File: src/rtl/smb_defs.svh
// Constants for the serial-bus slave front end of the thermal monitor
`ifndef SMB_DEFS_SVH
`define SMB_DEFS_SVH
`define SMB_ADDR_DEFAULT 7'h2e
`define SMB_ADDR_SEL_LO 7'h2c
`define SMB_ADDR_SEL_HI 7'h2d
`define SMB_BIT_LAST 3'h7
`define SMB_BIT_ADDR_LAST 3'h6
`define SMB_NREGS 32
`define SMB_PTR_W 5
`define SMB_RA_CONFIG 5'h00
`define SMB_RA_VAL0 5'h01
`define SMB_RA_VAL1 5'h02
`define SMB_RA_VAL2 5'h03
`define SMB_RA_VAL3 5'h04
`define SMB_RA_LIMLO0 5'h05
`define SMB_RA_LIMHI0 5'h09
`define SMB_RA_OFS0 5'h0d
`define SMB_RA_STATUS 5'h10
`define SMB_RA_MASK 5'h11
`define SMB_CFG_START 0
`define SMB_CFG_ALERT 1
`define SMB_NCH 4
`define SMB_CH_W 2
`define SMB_CH_LAST 2'h3
`define SMB_DWELL_NS 1000
`define SMB_CLK_NS 5
`define SMB_DWELL_CYC ((`SMB_DWELL_NS + `SMB_CLK_NS - 1) / `SMB_CLK_NS)
`define SMB_DWELL_W 8
`endif

File: src/rtl/smb_pkg.sv
// Types shared by the serial-bus slave front end
package smb_pkg;
  // Conditioned bus lines after synchronisation and edge finding
  typedef struct packed {
    logic scl_rise;
    logic scl_fall;
    logic start;
    logic stop;
    logic sda;
  } smb_line_s;
  // Open-drain pin: drive low when enabled
  typedef struct packed {
    logic out;
    logic oe;
  } smb_od_s;
  // Protocol phases
  typedef enum logic [5:0] {
    SMB_IDLE = 6'b000001,
    SMB_ADDR = 6'b000010,
    SMB_AACK = 6'b000100,
    SMB_WRX  = 6'b001000,
    SMB_WACK = 6'b010000,
    SMB_RTX  = 6'b100000
  } smb_state_e;
  typedef logic [7:0] smb_byte_t;
endpackage : smb_pkg

File: src/rtl/smb_slave.sv
// Serial-bus slave front end: address select, pointer, registers, alert
// Operation
// - Address-enable strap high at power-up gives address 0x2E, select ignored.
// - Address-enable strap low: select low gives 0x2C, high gives 0x2D.
// - Slave address is seven bits, compared with first seven bits after start.
// - Address latched on first matching transaction at rise of eighth clock.
// - After start, eight bits are shifted in MSB first: address then direction.
// - On match, SDA is pulled low in the low period before pulse nine.
// - On mismatch, the slave drives nothing until the next start.
// - Direction bit 0 is master write, 1 is master read.
// - First data byte of any write goes into the address pointer.
// - The address pointer selects the register for later reads and writes.
// - Once started, channels are measured in fixed order into value registers.
// - Out-of-limit results set status bits readable over the bus.
// - Mask bits keep individual status events off the alert output.
// - With alert enabled, alert goes low while any unmasked status bit is set.
// - Each temperature reading gets a signed per-channel offset added.
// - Apart from the address straps, all control and programming reaches the block only over the serial bus.
// - A second written data byte goes into the register the pointer selects.
// - A read returns the pointed register without a new pointer write.
`timescale 1ns/1ps
`default_nettype none
`include "smb_defs.svh"
module smb_slave (
  input wire logic ref_clk,
  input wire logic rst,
  input wire logic scl_in,
  input wire logic sda_in,
  output logic sda_out,
  output logic sda_oe,
  input wire logic addr_strap_enable,
  input wire logic addr_strap_select,
  input wire logic [8*`SMB_NCH-1:0] sample,
  output logic alert_out,
  output logic alert_oe,
  output logic [6:0] slave_addr,
  output logic addr_locked
);
  import smb_pkg::*;
  smb_line_s line;
  smb_state_e state_q, state_d;
  logic [1:0] strap_en_q;
  logic [1:0] strap_sel_q;
  logic strap_ok_q;
  logic [6:0] addr_q;
  logic locked_q;
  logic [2:0] bit_q;
  smb_byte_t shift_q;
  logic rd_q;
  logic first_q;
  logic [`SMB_PTR_W-1:0] ptr_q;
  smb_byte_t regs_q [`SMB_NREGS];
  smb_byte_t tx_q;
  logic drive_q;
  logic master_ack_q;
  logic ack_slot_q;
  logic [`SMB_NCH-1:0] status_q;
  logic [8*`SMB_NCH-1:0] value;
  logic [8*`SMB_NCH-1:0] lim_lo;
  logic [8*`SMB_NCH-1:0] lim_hi;
  logic [8*`SMB_NCH-1:0] offset;
  logic [`SMB_NCH-1:0] out_of_limit;

  smb_line_sync u_sync (
    .ref_clk(ref_clk),
    .rst(rst),
    .scl_in(scl_in),
    .sda_in(sda_in),
    .line(line)
  );

  // Limits and offsets come from the register file, so the bus is the only way in
  genvar gi;
  generate
    for (gi = 0; gi < `SMB_NCH; gi++) begin : g_ch
      assign lim_lo[8*gi +: 8] = regs_q[`SMB_RA_LIMLO0 + gi];
      assign lim_hi[8*gi +: 8] = regs_q[`SMB_RA_LIMHI0 + gi];
      assign offset[8*gi +: 8] = regs_q[`SMB_RA_OFS0 + gi];
    end
  endgenerate

  smb_monitor u_mon (
    .ref_clk(ref_clk),
    .rst(rst),
    .run(regs_q[`SMB_RA_CONFIG][`SMB_CFG_START]),
    .sample(sample),
    .lim_lo(lim_lo),
    .lim_hi(lim_hi),
    .offset(offset),
    .value(value),
    .out_of_limit(out_of_limit),
    .channel()
  );

  // Strap pins are off-domain, so two flops before use
  always_ff @(posedge ref_clk) begin
    if (rst) begin
      strap_en_q <= 2'h0;
      strap_sel_q <= 2'h0;
    end else begin
      strap_en_q <= {strap_en_q[0], addr_strap_enable};
      strap_sel_q <= {strap_sel_q[0], addr_strap_select};
    end
  end

  // Address selection from the synchronised straps
  function automatic logic [6:0] pick_addr(input logic en, input logic sel);
    if (en) begin
      return `SMB_ADDR_DEFAULT;
    end
    return sel ? `SMB_ADDR_SEL_HI : `SMB_ADDR_SEL_LO;
  endfunction : pick_addr

  // Straps track until the first match, then freeze; the sync pipeline needs two edges
  wire [6:0] strap_addr = pick_addr(strap_en_q[1], strap_sel_q[1]);
  wire [6:0] own_addr = locked_q ? addr_q : strap_addr;
  wire addr_match = (shift_q[6:0] == own_addr);
  wire eighth_rise = (state_q == SMB_ADDR) && line.scl_rise && (bit_q == `SMB_BIT_LAST);
  wire addr_last = line.scl_rise && (bit_q == `SMB_BIT_LAST);
  wire [7:0] byte_in = {shift_q[6:0], line.sda};

  // Read data mux: status, values, else the plain register (mask included)
  wire smb_byte_t rd_data =
    (ptr_q == `SMB_RA_STATUS) ? smb_byte_t'(status_q) :
    (ptr_q >= `SMB_RA_VAL0 && ptr_q <= `SMB_RA_VAL3) ?
      value[8*(ptr_q - `SMB_RA_VAL0) +: 8] : regs_q[ptr_q];

  // Protocol phase sequencing
  always_comb begin
    state_d = state_q;
    unique case (state_q)
      SMB_IDLE: state_d = SMB_IDLE;
      SMB_ADDR: if (addr_last) begin
        state_d = (byte_in[7:1] == own_addr) ? SMB_AACK : SMB_IDLE;
      end
      SMB_AACK: if (line.scl_fall && drive_q) begin
        state_d = rd_q ? SMB_RTX : SMB_WRX;
      end
      SMB_WRX: if (addr_last) begin
        state_d = SMB_WACK;
      end
      SMB_WACK: if (line.scl_fall && drive_q) begin
        state_d = SMB_WRX;
      end
      SMB_RTX: if (line.scl_rise && ack_slot_q && line.sda) begin
        state_d = SMB_IDLE;
      end
      default: state_d = SMB_IDLE;
    endcase
    if (line.start) begin
      state_d = SMB_ADDR;
    end else if (line.stop) begin
      state_d = SMB_IDLE;
    end
  end

  // Bit counter and shifter; bits sampled on SCL rise, MSB first
  always_ff @(posedge ref_clk) begin
    if (rst) begin
      state_q <= SMB_IDLE;
      bit_q <= '0;
      shift_q <= '0;
    end else begin
      state_q <= state_d;
      if (line.start || (line.scl_fall && drive_q &&
          (state_q == SMB_AACK || state_q == SMB_WACK))) begin
        bit_q <= '0;
      end else if (line.scl_rise && state_q != SMB_IDLE && !ack_slot_q) begin
        bit_q <= bit_q + 1'b1;
        shift_q <= byte_in;
      end
    end
  end

  // Master acknowledge slot after each read byte; its rise is not a data bit
  always_ff @(posedge ref_clk) begin
    if (rst) begin
      ack_slot_q <= 1'b0;
    end else if (line.start || line.stop) begin
      ack_slot_q <= 1'b0;
    end else if (state_q == SMB_RTX && addr_last && !ack_slot_q) begin
      ack_slot_q <= 1'b1;
    end else if (line.scl_rise) begin
      ack_slot_q <= 1'b0;
    end
  end

  // Address lock: eighth rise is the direction bit, 7-bit address already in
  always_ff @(posedge ref_clk) begin
    if (rst) begin
      addr_q <= '0;
      locked_q <= 1'b0;
    end else if (eighth_rise && !locked_q && addr_match) begin
      addr_q <= strap_addr;
      locked_q <= 1'b1;
    end
  end

  // Direction and first-byte tracking
  always_ff @(posedge ref_clk) begin
    if (rst) begin
      rd_q <= 1'b0;
      first_q <= 1'b0;
    end else if (state_q == SMB_ADDR && addr_last) begin
      rd_q <= line.sda;
      first_q <= 1'b1;
    end else if (state_q == SMB_WRX && addr_last) begin
      first_q <= 1'b0;
    end
  end

  // Pointer and register writes; pointer survives repeated start
  always_ff @(posedge ref_clk) begin
    if (rst) begin
      ptr_q <= '0;
      for (int i = 0; i < `SMB_NREGS; i++) begin
        regs_q[i] <= '0;
      end
    end else if (state_q == SMB_WRX && addr_last) begin
      if (first_q) begin
        ptr_q <= byte_in[`SMB_PTR_W-1:0];
      end else begin
        regs_q[ptr_q] <= byte_in;
      end
    end
  end

  // Status bits are sticky; a new event wins over a same-cycle read clear
  wire status_rd_done = state_q == SMB_RTX && addr_last && ptr_q == `SMB_RA_STATUS;
  always_ff @(posedge ref_clk) begin
    if (rst) begin
      status_q <= '0;
    end else begin
      status_q <= (status_rd_done ? '0 : status_q) | out_of_limit;
    end
  end

  // SDA drive: set only on SCL fall so data is stable while SCL is high; start, stop or a return to idle releases it at once
  always_ff @(posedge ref_clk) begin
    if (rst) begin
      drive_q <= 1'b0;
      tx_q <= '0;
      master_ack_q <= 1'b0;
    end else if (line.start || line.stop || state_d == SMB_IDLE) begin
      drive_q <= 1'b0;
      master_ack_q <= 1'b0;
    end else if (line.scl_fall) begin
      unique case (state_q)
        SMB_AACK, SMB_WACK: begin
          drive_q <= !drive_q;
          if (drive_q && rd_q) begin
            tx_q <= rd_data;
            drive_q <= !rd_data[7];
          end
        end
        SMB_RTX: begin
          if (bit_q == '0 && master_ack_q) begin
            tx_q <= rd_data;
            drive_q <= !rd_data[7];
            master_ack_q <= 1'b0;
          end else if (bit_q == '0) begin
            drive_q <= 1'b0;
          end else begin
            drive_q <= !tx_q[`SMB_BIT_LAST - bit_q];
          end
        end
        default: begin
          drive_q <= (state_d == SMB_AACK || state_d == SMB_WACK);
        end
      endcase
    end else if (state_q == SMB_RTX && ack_slot_q && line.scl_rise && !line.sda) begin
      master_ack_q <= 1'b1;
    end
  end

  // Open-drain outputs: enable means pulling low
  wire alert_on = regs_q[`SMB_RA_CONFIG][`SMB_CFG_ALERT] &&
                  |(status_q & ~regs_q[`SMB_RA_MASK][`SMB_NCH-1:0]);
  always_ff @(posedge ref_clk) begin
    if (rst) begin
      alert_oe <= 1'b0;
    end else begin
      alert_oe <= alert_on;
    end
  end
  assign alert_out = 1'b0;
  assign sda_out = 1'b0;
  assign sda_oe = drive_q;
  assign slave_addr = own_addr;
  assign addr_locked = locked_q;
endmodule : smb_slave
`default_nettype wire

File: src/rtl/smb_line_sync.sv
// Two-flop synchroniser and edge / start / stop finder for the bus lines
`timescale 1ns/1ps
`default_nettype none
module smb_line_sync (
  input wire logic ref_clk,
  input wire logic rst,
  input wire logic scl_in,
  input wire logic sda_in,
  output var smb_pkg::smb_line_s line
);
  import smb_pkg::*;
  logic [1:0] scl_q;
  logic [1:0] sda_q;
  logic scl_prev_q;
  logic sda_prev_q;
  // Second flop feeds the history flop and the edge and start/stop logic; the first is read by nothing else
  always_ff @(posedge ref_clk) begin
    if (rst) begin
      scl_q <= 2'h3;
      sda_q <= 2'h3;
      scl_prev_q <= 1'b1;
      sda_prev_q <= 1'b1;
    end else begin
      scl_q <= {scl_q[0], scl_in};
      sda_q <= {sda_q[0], sda_in};
      scl_prev_q <= scl_q[1];
      sda_prev_q <= sda_q[1];
    end
  end
  // Edges judged on synchronised copies; SDA change while SCL high frames the transfer
  assign line.scl_rise = scl_q[1] & ~scl_prev_q;
  assign line.scl_fall = ~scl_q[1] & scl_prev_q;
  assign line.start = scl_q[1] & scl_prev_q & sda_prev_q & ~sda_q[1];
  assign line.stop = scl_q[1] & scl_prev_q & ~sda_prev_q & sda_q[1];
  assign line.sda = sda_q[1];
endmodule : smb_line_sync
`default_nettype wire

File: src/rtl/smb_monitor.sv
// Measurement sequencer: offset, value store and limit compare per channel
`timescale 1ns/1ps
`default_nettype none
`include "smb_defs.svh"
module smb_monitor (
  input wire logic ref_clk,
  input wire logic rst,
  input wire logic run,
  input wire logic [8*`SMB_NCH-1:0] sample,
  input wire logic [8*`SMB_NCH-1:0] lim_lo,
  input wire logic [8*`SMB_NCH-1:0] lim_hi,
  input wire logic [8*`SMB_NCH-1:0] offset,
  output logic [8*`SMB_NCH-1:0] value,
  output logic [`SMB_NCH-1:0] out_of_limit,
  output logic [`SMB_CH_W-1:0] channel
);
  import smb_pkg::*;
  logic [`SMB_DWELL_W-1:0] dwell_q;
  logic [`SMB_CH_W-1:0] ch_q;
  logic [8*`SMB_NCH-1:0] val_q;
  logic [`SMB_NCH-1:0] ool_q;
  wire dwell_done = (dwell_q == `SMB_DWELL_W'(`SMB_DWELL_CYC - 1));
  wire smb_byte_t raw = sample[8*ch_q +: 8];
  // Channel 0 is voltage with no offset; the others are temperatures
  wire smb_byte_t adj = (ch_q == '0) ? raw : raw + offset[8*ch_q +: 8];
  wire over = $signed(adj) > $signed(lim_hi[8*ch_q +: 8]);
  wire under = $signed(adj) < $signed(lim_lo[8*ch_q +: 8]);
  // Fixed round-robin with a dwell per channel
  always_ff @(posedge ref_clk) begin
    if (rst) begin
      dwell_q <= '0;
      ch_q <= '0;
      val_q <= '0;
      ool_q <= '0;
    end else if (run) begin
      dwell_q <= dwell_done ? '0 : dwell_q + 1'b1;
      if (dwell_done) begin
        ch_q <= (ch_q == `SMB_CH_LAST) ? '0 : ch_q + 1'b1;
        val_q[8*ch_q +: 8] <= adj;
        ool_q[ch_q] <= over | under;
      end
    end else begin
      dwell_q <= '0;
      ool_q <= '0;
    end
  end
  assign value = val_q;
  assign out_of_limit = ool_q;
  assign channel = ch_q;
endmodule : smb_monitor
`default_nettype wire

File: config.mk
export PLATFORM = sky130hd
export DESIGN_NAME = smb_slave
export DESIGN_NICKNAME = d
export VERILOG_FILES = /design/src/rtl/smb_pkg.sv /design/src/rtl/smb_slave.sv /design/src/rtl/smb_line_sync.sv /design/src/rtl/smb_monitor.sv
export VERILOG_INCLUDE_DIRS = /design/src /design/src/rtl
export SDC_FILE = /design/constraint.sdc
export NUM_CORES = 1
export LEC_CHECK = 0
export ABC_AREA = 0
export BUFFER_PORTS_ARGS = -buffer_cell sky130_fd_sc_hd__buf_2
export CORE_MARGIN = 2
export CORE_UTILIZATION = 35
export DETAILED_ROUTE_END_ITERATION = 6
export GPL_ROUTABILITY_DRIVEN = 1
export GPL_TIMING_DRIVEN = 0
export PLACE_DENSITY = 0.53
export SLEW_MARGIN = 20
export SYNTH_ARGS = -nofsm -noshare
export SYNTH_HDL_FRONTEND = slang
export SYNTH_SLANG_ARGS = --single-unit
File: constraint.sdc
create_clock -name ref_clk -period 6.1 [get_ports ref_clk]
set_input_delay 1.22 -clock ref_clk [delete_from_list [all_inputs] [get_ports ref_clk]]
set_output_delay 1.22 -clock ref_clk [all_outputs]
set_load 0.05 [all_outputs]
======== Word level (Yosys, flattened, before mapping) ========
Memories as Yosys holds them, arrays and structs flattened. A register that Yosys moved wholly into a read port is not among the register bits.
Cells that the tools add are included.
word-level totals
  flip-flop bits (word level) ............. 103
  memory bits (writable) .................. 256
  bits of input ports ..................... 38
  memories ................................ 1
memories
  memory  words  width  read ports  clocked after memory_dff  wr ports  RTL line         text
  regs_q  32     8      15          1                         32        smb_slave.sv:52  smb_byte_t regs_q [`SMB_NREGS];
cells by class
  shift-type cells ........................ 7
  muxes and demuxes ....................... 52
  add/subtract/negate cells ............... 7
  eq/ne operators ......................... 18
  reduce and logical (&&, ||, !) cells .... 54
  bitwise operators ....................... 18
  $lt $le $gt $ge ......................... 7
operators by type and width
  operator                                               number
  variable part select 32 x 6 -> 8 bit                   4
  2-to-1 mux 6 bit                                       8
  2-to-1 mux 8 bit                                       6
  negation 5 -> 34 bit                                   1
  variable shift 8 x 34 -> 32 bit, first input constant  1
  variable part select 8 x 34 -> 32 bit                  1
  variable part select 32 x 33 -> 8 bit                  1
  bitwise mux 32 bit                                     1
  one-hot mux 6 bit (5 select lines)                     1
  logical AND 1 bit                                      24
  2-to-1 mux 1 bit                                       22
  2-to-1 mux 7 bit                                       3
  one-hot mux 8 bit (2 select lines)                     1
  2-to-1 mux 5 bit                                       3
  equality test 6 x 3 -> 1 bit, second input constant    2
  equality test 6 x 5 -> 1 bit, second input constant    2
  OR reduction 2 bit                                     5
  adder 8 x 1 -> 8 bit, second input constant            1
  adder 8 bit                                            1
  equality test 8 bit, second input constant             1
  > comparator 8 bit                                     1
  less-than comparator 8 bit                             1
  nonzero test 2 bit                                     4
  OR reduction 8 bit                                     1
  other kinds (42)                                       67

======== Depth between registers and ports, before layout ========
  depth in word-level cells ............... 13
  depth in mapped cells ................... 20
  gate-level depth less buffers ........... 17

======== By module ========
Synthesis repeated with hierarchy kept, for this count alone.
second synthesis, totals
  cells, all modules ...................... 1,514
  area, all modules ....................... 18,615.4 um2
by module, submodules not included
  module         seq. area each (um2)  cells an instance  area each (um2)  times used
  smb_slave      8,708.4               1,128              14,889.3         1
  smb_monitor    920.9                 369                3,528.4          1
  smb_line_sync  120.1                 17                 197.7            1

======== Worst setup path before layout ========
OpenSTA, ideal clock, no wires.
  kind .................................... register to register
  start point ............................. reg u_mon.ch_q[0] (netlist: u_mon.channel[0])
  end point ............................... reg u_mon.ool_q[0] (netlist: u_mon.out_of_limit[0])
  data arrival time ....................... 4.705 ns
  slack ................................... 1.258 ns
  stages on the path, launching flop included .. 20
  clock period less this slack ............ 4.842 ns
  library setup time ...................... 0.137 ns
  buffers on the path ..................... 3
  cell sequence ........................... dfxtp_1 > buf_6 > buf_1 > clkbuf_1 > mux4_2 > ha_1 > inv_1 > fa_1 > nor2b_1 > o31ai_1 > nand2b_1 > a21oi_1 > a21o_1 > ha_1 > a21oi_1 > nand3_1 > a2111oi_0 > nor3_1 > a211oi_2 > a211oi_1
on the way
  longest elaborated chain between the ends .. 6
  elaborated cells on any way between the ends .. 16
  those cells by class .................... 1 x add/sub; 4 x order compare; 4 x shift; 4 x mux; 1 x bitwise; 2 x reduce/logical
ends and longest elaborated chain
  what                                                                     RTL line                              text
  start: declaration                                                       smb_monitor.sv:19                     logic [`SMB_CH_W-1:0] ch_q;
  start signal: assignment                                                 smb_monitor.sv:38                     ch_q <= (ch_q == `SMB_CH_LAST) ? '0 : ch_q + 1'b1;
  variable part select 32 x 6 -> 8 bit, on equally long branches           smb_monitor.sv:23, smb_monitor.sv:25
  adder 8 bit                                                              smb_monitor.sv:25                     wire smb_byte_t adj = (ch_q == '0) ? raw : raw + offset[8*ch_q +: 8];
  2-to-1 mux 8 bit                                                         smb_monitor.sv:25
  > comparator 8 bit / less-than comparator 8 bit (equally long branches)  smb_monitor.sv:26, smb_monitor.sv:27
  OR 1 bit                                                                 smb_monitor.sv:40                     ool_q[ch_q] <= over | under;
  bitwise mux 4 bit *                                                      smb_monitor.sv:40
  end signal: indexed assignment                                           smb_monitor.sv:40
  end: declaration                                                         smb_monitor.sv:21                     logic [`SMB_NCH-1:0] ool_q;
Mark *: on every way between the ends. The rest lies on a longest branch, timed or not.
A chain may end at the register's enable or synchronous reset.

======== Worst setup path in the final report ========
  start point ............................. reg u_mon.ch_q[1] (netlist: u_mon.channel[1])
  end point ............................... reg u_mon.ool_q[3] (netlist: u_mon.out_of_limit[3])
The elaborated chain is that of the path after synthesis.

==> flow_summary.json <==
{
  "cap_viol_max_count": 0,
  "final_global_route_overflow_total": 0,
  "placeableCoreArea_mm2": 0.05120,
  "dpl-instance-area_mm2": 0.01913,
  "outcome": "finished, final reports clean",
  "track_usage_pct": 20.00,
  "max-vdd-ir-drop_v": 0.0001596,
  "cp-start-kind": "flip-flop",
  "skew_ns": 0.01589,
  "number_of_global_route_vias_before_repair": 12060,
  "most_numerous_cell_types_in_the_synthesized_netlist": "256 x sky130_fd_sc_hd__edfxtp_1, 228 x sky130_fd_sc_hd__and2_1, 122 x sky130_fd_sc_hd__mux4_2, 122 x sky130_fd_sc_hd__nor2_1, 103 x sky130_fd_sc_hd__dfxtp_1",
  "tritoncts_clock_tree": "built",
  "initial_utilization_pct": 35.26,
  "wire_length_of_the_first_global_routing_pass_um": 78500,
  "drt-pass1-iter-count": 6,
  "fin_worst_hold_slack_ns": 0.4053,
  "timing.final.setup_violations": 0,
  "route.vias.total": 11890,
  "ctsRootBufferMaster": "sky130_fd_sc_hd__clkbuf_16",
  "portBuffers": 42,
  "io_pins": 50,
  "synth_largest_area_cell": "sky130_fd_sc_hd__edfxtp_1",
  "insertion_delay_ns": 0.57,
  "maximum_number_of_pins_on_one_net_before_global_route_repair": 20,
  "asr_flop_ratio_synth_pct": 0,
  "power.density_cell_area_mw_per_mm2": 263.4,
  "required_ns": 6.52,
  "clkTransAtPathRegs_ns": 0.06,
  "max_fo_critical_path": 10,
  "syn_avg_cell_area_um2": 12.70,
  "worst_ep_arrival_time_ns": 6.19,
  "fin_util_pct": 39.86,
  "syn-cell-area_mm2": 0.01805,
  "clock_path_buffers": 3,
  "die_area_mm2": 0.05341,
  "synth_flop_cell": "sky130_fd_sc_hd__edfxtp_1",
  "max_slew.worst_pin.slew_ns": 1.092,
  "worst_hold_path_type": "flip-flop to flip-flop",
  "final_area_mm2": 0.02041,
  "syn_inst": 1422,
  "finalWeightedCongestion": 0.8406,
  "number_of_antenna_violations_at_the_first_check_in_global_routing": 0,
  "synth.lib_cells_used.distinct": 70,
  "die_y_um": 231.1,
  "period_minus_slack_ns": 5.771,
  "leakagePower_uw": 0.006871,
  "design.final.nets": 1583,
  "setup_repair_after_global_routing_missed_its_margin": "false",
  "clock-sinks": 359,
  "drcViolationCount": 0,
  "routed_wirelength_um": 52730,
  "worst-setup-path-type": "flip-flop to flip-flop",
  "htreeDepth": 2,
  "average_routed_wire_per_standard_cell_um": 23.70,
  "num_rows": 83,
  "filler_cell_count": 4816,
  "power.total_uw": 5374,
  "synth_top_cell_area_share_pct": 42.58,
  "clock.fmax_mhz": 173.3,
  "final.setup.tns_ns": 0,
  "timing_hold_violations_final": 0,
  "synth_seq_cells": 359,
  "synth.most_common_cell": "sky130_fd_sc_hd__edfxtp_1",
  "synth_warn": 0,
  "final_layout_size_suffix_gt1_share_pct": 17.04,
  "drtAntennaViolNets": 0,
  "synth_enable_flop_cells": 256,
  "synth_seq_area_share_pct": 54.01,
  "detail_route.iter0.violations": 1049,
  "routed_via_density": 5.342,
  "post_cts_hold_buffer_count": 0,
  "die-width_um": 231.1,
  "hpwl_um": 38650,
  "post-route-period-util_pct": 94.60,
  "worst_setup_path_end_kind": "flip-flop",
  "synthTopCellsByArea": "sky130_fd_sc_hd__edfxtp_1 43%, sky130_fd_sc_hd__mux4_2 15%, sky130_fd_sc_hd__dfxtp_1 11%",
  "maxSlewViolCount": 0,
  "area_delta_synth_final_pct": 13.04,
  "maxSlewHeadroom_pct": 27.17,
  "cts_buffers": 41
}
==> critical path, cell delays in order, from the launching register on <==
cell and delay [ns]:
sky130_fd_sc_hd__dfxtp_1 0.39, sky130_fd_sc_hd__clkbuf_2 0.36, sky130_fd_sc_hd__buf_2 0.37, sky130_fd_sc_hd__buf_2 0.38
sky130_fd_sc_hd__mux4_2 0.45, sky130_fd_sc_hd__ha_1 0.27, sky130_fd_sc_hd__inv_1 0.08, sky130_fd_sc_hd__fa_1 0.17
sky130_fd_sc_hd__nor2b_1 0.08, sky130_fd_sc_hd__o31ai_1 0.40, sky130_fd_sc_hd__nand2b_1 0.11, sky130_fd_sc_hd__a21oi_1 0.54
sky130_fd_sc_hd__a21o_1 0.19, sky130_fd_sc_hd__ha_1 0.27, sky130_fd_sc_hd__a21oi_1 0.23, sky130_fd_sc_hd__nand3_1 0.14
sky130_fd_sc_hd__a2111oi_0 0.44, sky130_fd_sc_hd__nor3_1 0.13, sky130_fd_sc_hd__a211oi_2 0.46, sky130_fd_sc_hd__a211oi_1 0.15
==> power by group <==
part | switching, µW | leakage [µW] | internal, µW
clock | 998 | 0.000615 | 1380
combinational | 161 | 0.00300 | 104
sequential | 39.6 | 0.00326 | 2700
==> per-layer routing <==
| layer | global-route usage [%] | vias to the layer above | part of all wire, % |
|---|---|---|---|
| met5 | 0 | - | 0 |
| met4 | 6.391 | 0 | 2.7 |
| met3 | 3.223 | 81 | 5.5 |
| met2 | 33.01 | 361 | 47 |
| met1 | 26.96 | 6030 | 44 |
| li1 | - | 5414 | - |
==> area by class of cell <==
cell class | instances | area [µm²] | share of cell area (%)
sequential | 359 | 9749 | 47.78
multi-input combinational | 932 | 7740 | 37.93
clock buffer | 59 | 1135 | 5.561
tap | 680 | 850.8 | 4.169
buffer | 102 | 461.7 | 2.263
timing repair buffer | 42 | 210.2 | 1.030
clock inverter | 16 | 130.1 | 0.6377
inverter | 33 | 123.9 | 0.6070
antenna | 2 | 5.005 | 0.02453
==> repair_timing <==
item	in CTS	in global routing
cloned	0	0
endpoints found under the setup margin	4	4
gates resized for setup	3	2
setup buffers	0	0
pin swaps	0	0
==> registers in the layout (all words and copies together) (netlist names), 3 cells and up, named ones only <==
register / count
regs_q: 256
u_mon.value: 32
tx_q: 8
u_mon.dwell_q: 8
shift_q: 7
state_q: 6
ptr_q: 5
status_q: 4
u_mon.out_of_limit: 4
addr_q: 3
bit_q: 3
==> path summary, 6_finish.rpt <==
| check | slack (ns) | end | start | cells after the start |
|---|---|---|---|---|
| setup / recovery | 0.33 | u_mon.out_of_limit[3]$_SDFFE_PP0P_ | u_mon.channel[1]$_SDFFE_PP0P_ | 19 |
| hold / removal | 0.41 | u_sync.scl_q[1]$_SDFF_PP1_ | u_sync.scl_q[0]$_SDFF_PP1_ | 1 |
| setup reg to reg | 0.33 | u_mon.out_of_limit[3]$_SDFFE_PP0P_ | u_mon.channel[1]$_SDFFE_PP0P_ | 19 |
| hold reg to reg | 0.41 | u_sync.scl_q[1]$_SDFF_PP1_ | u_sync.scl_q[0]$_SDFF_PP1_ | 1 |
==> kinds of logic (layout without fill, tap and decap cells) <==
kind of cell               count (synthesis)  count (layout)  synth area share, %
adders and majority gates                 35              35                2.461
DFF                                      359             359                54.01
buffers and inverters                    136             252                3.230
xor gates and xnor gates                  16              16               0.8594
other                                      2               9              0.04160
muxes                                    141             141                16.28
and+or+nand+nor                          599             599                18.22
AOI/OAI and AO/OA                        134             134                4.900
==> placed cells by master (no fill, tap or decap), drive strengths merged, types with 33 or more instances in the layout <==
cell / instances
edfxtp: 256
and2: 229
clkbuf: 129
mux4: 122
nor2: 122
dfxtp: 103
buf: 72
nand2: 53
a21oi: 48
nor3: 48
or2: 41
ha: 33
==> stage by stage <==
| stage | instances | setup slack, ns |
|---|---|---|
| 6_report | 2225 | 0.3294 |
| 5_1_grt | 2223 | 0.08149 |
| 4_1_cts | 2223 | 0.1338 |
| 3_5_place_dp | 2149 | -0.5804 |
| 3_3_place_gp | 2149 | -0.5498 |
| 2_1_floorplan | 1427 | 1.258 |
No activity file was read; power rests on OpenSTA's default activity.
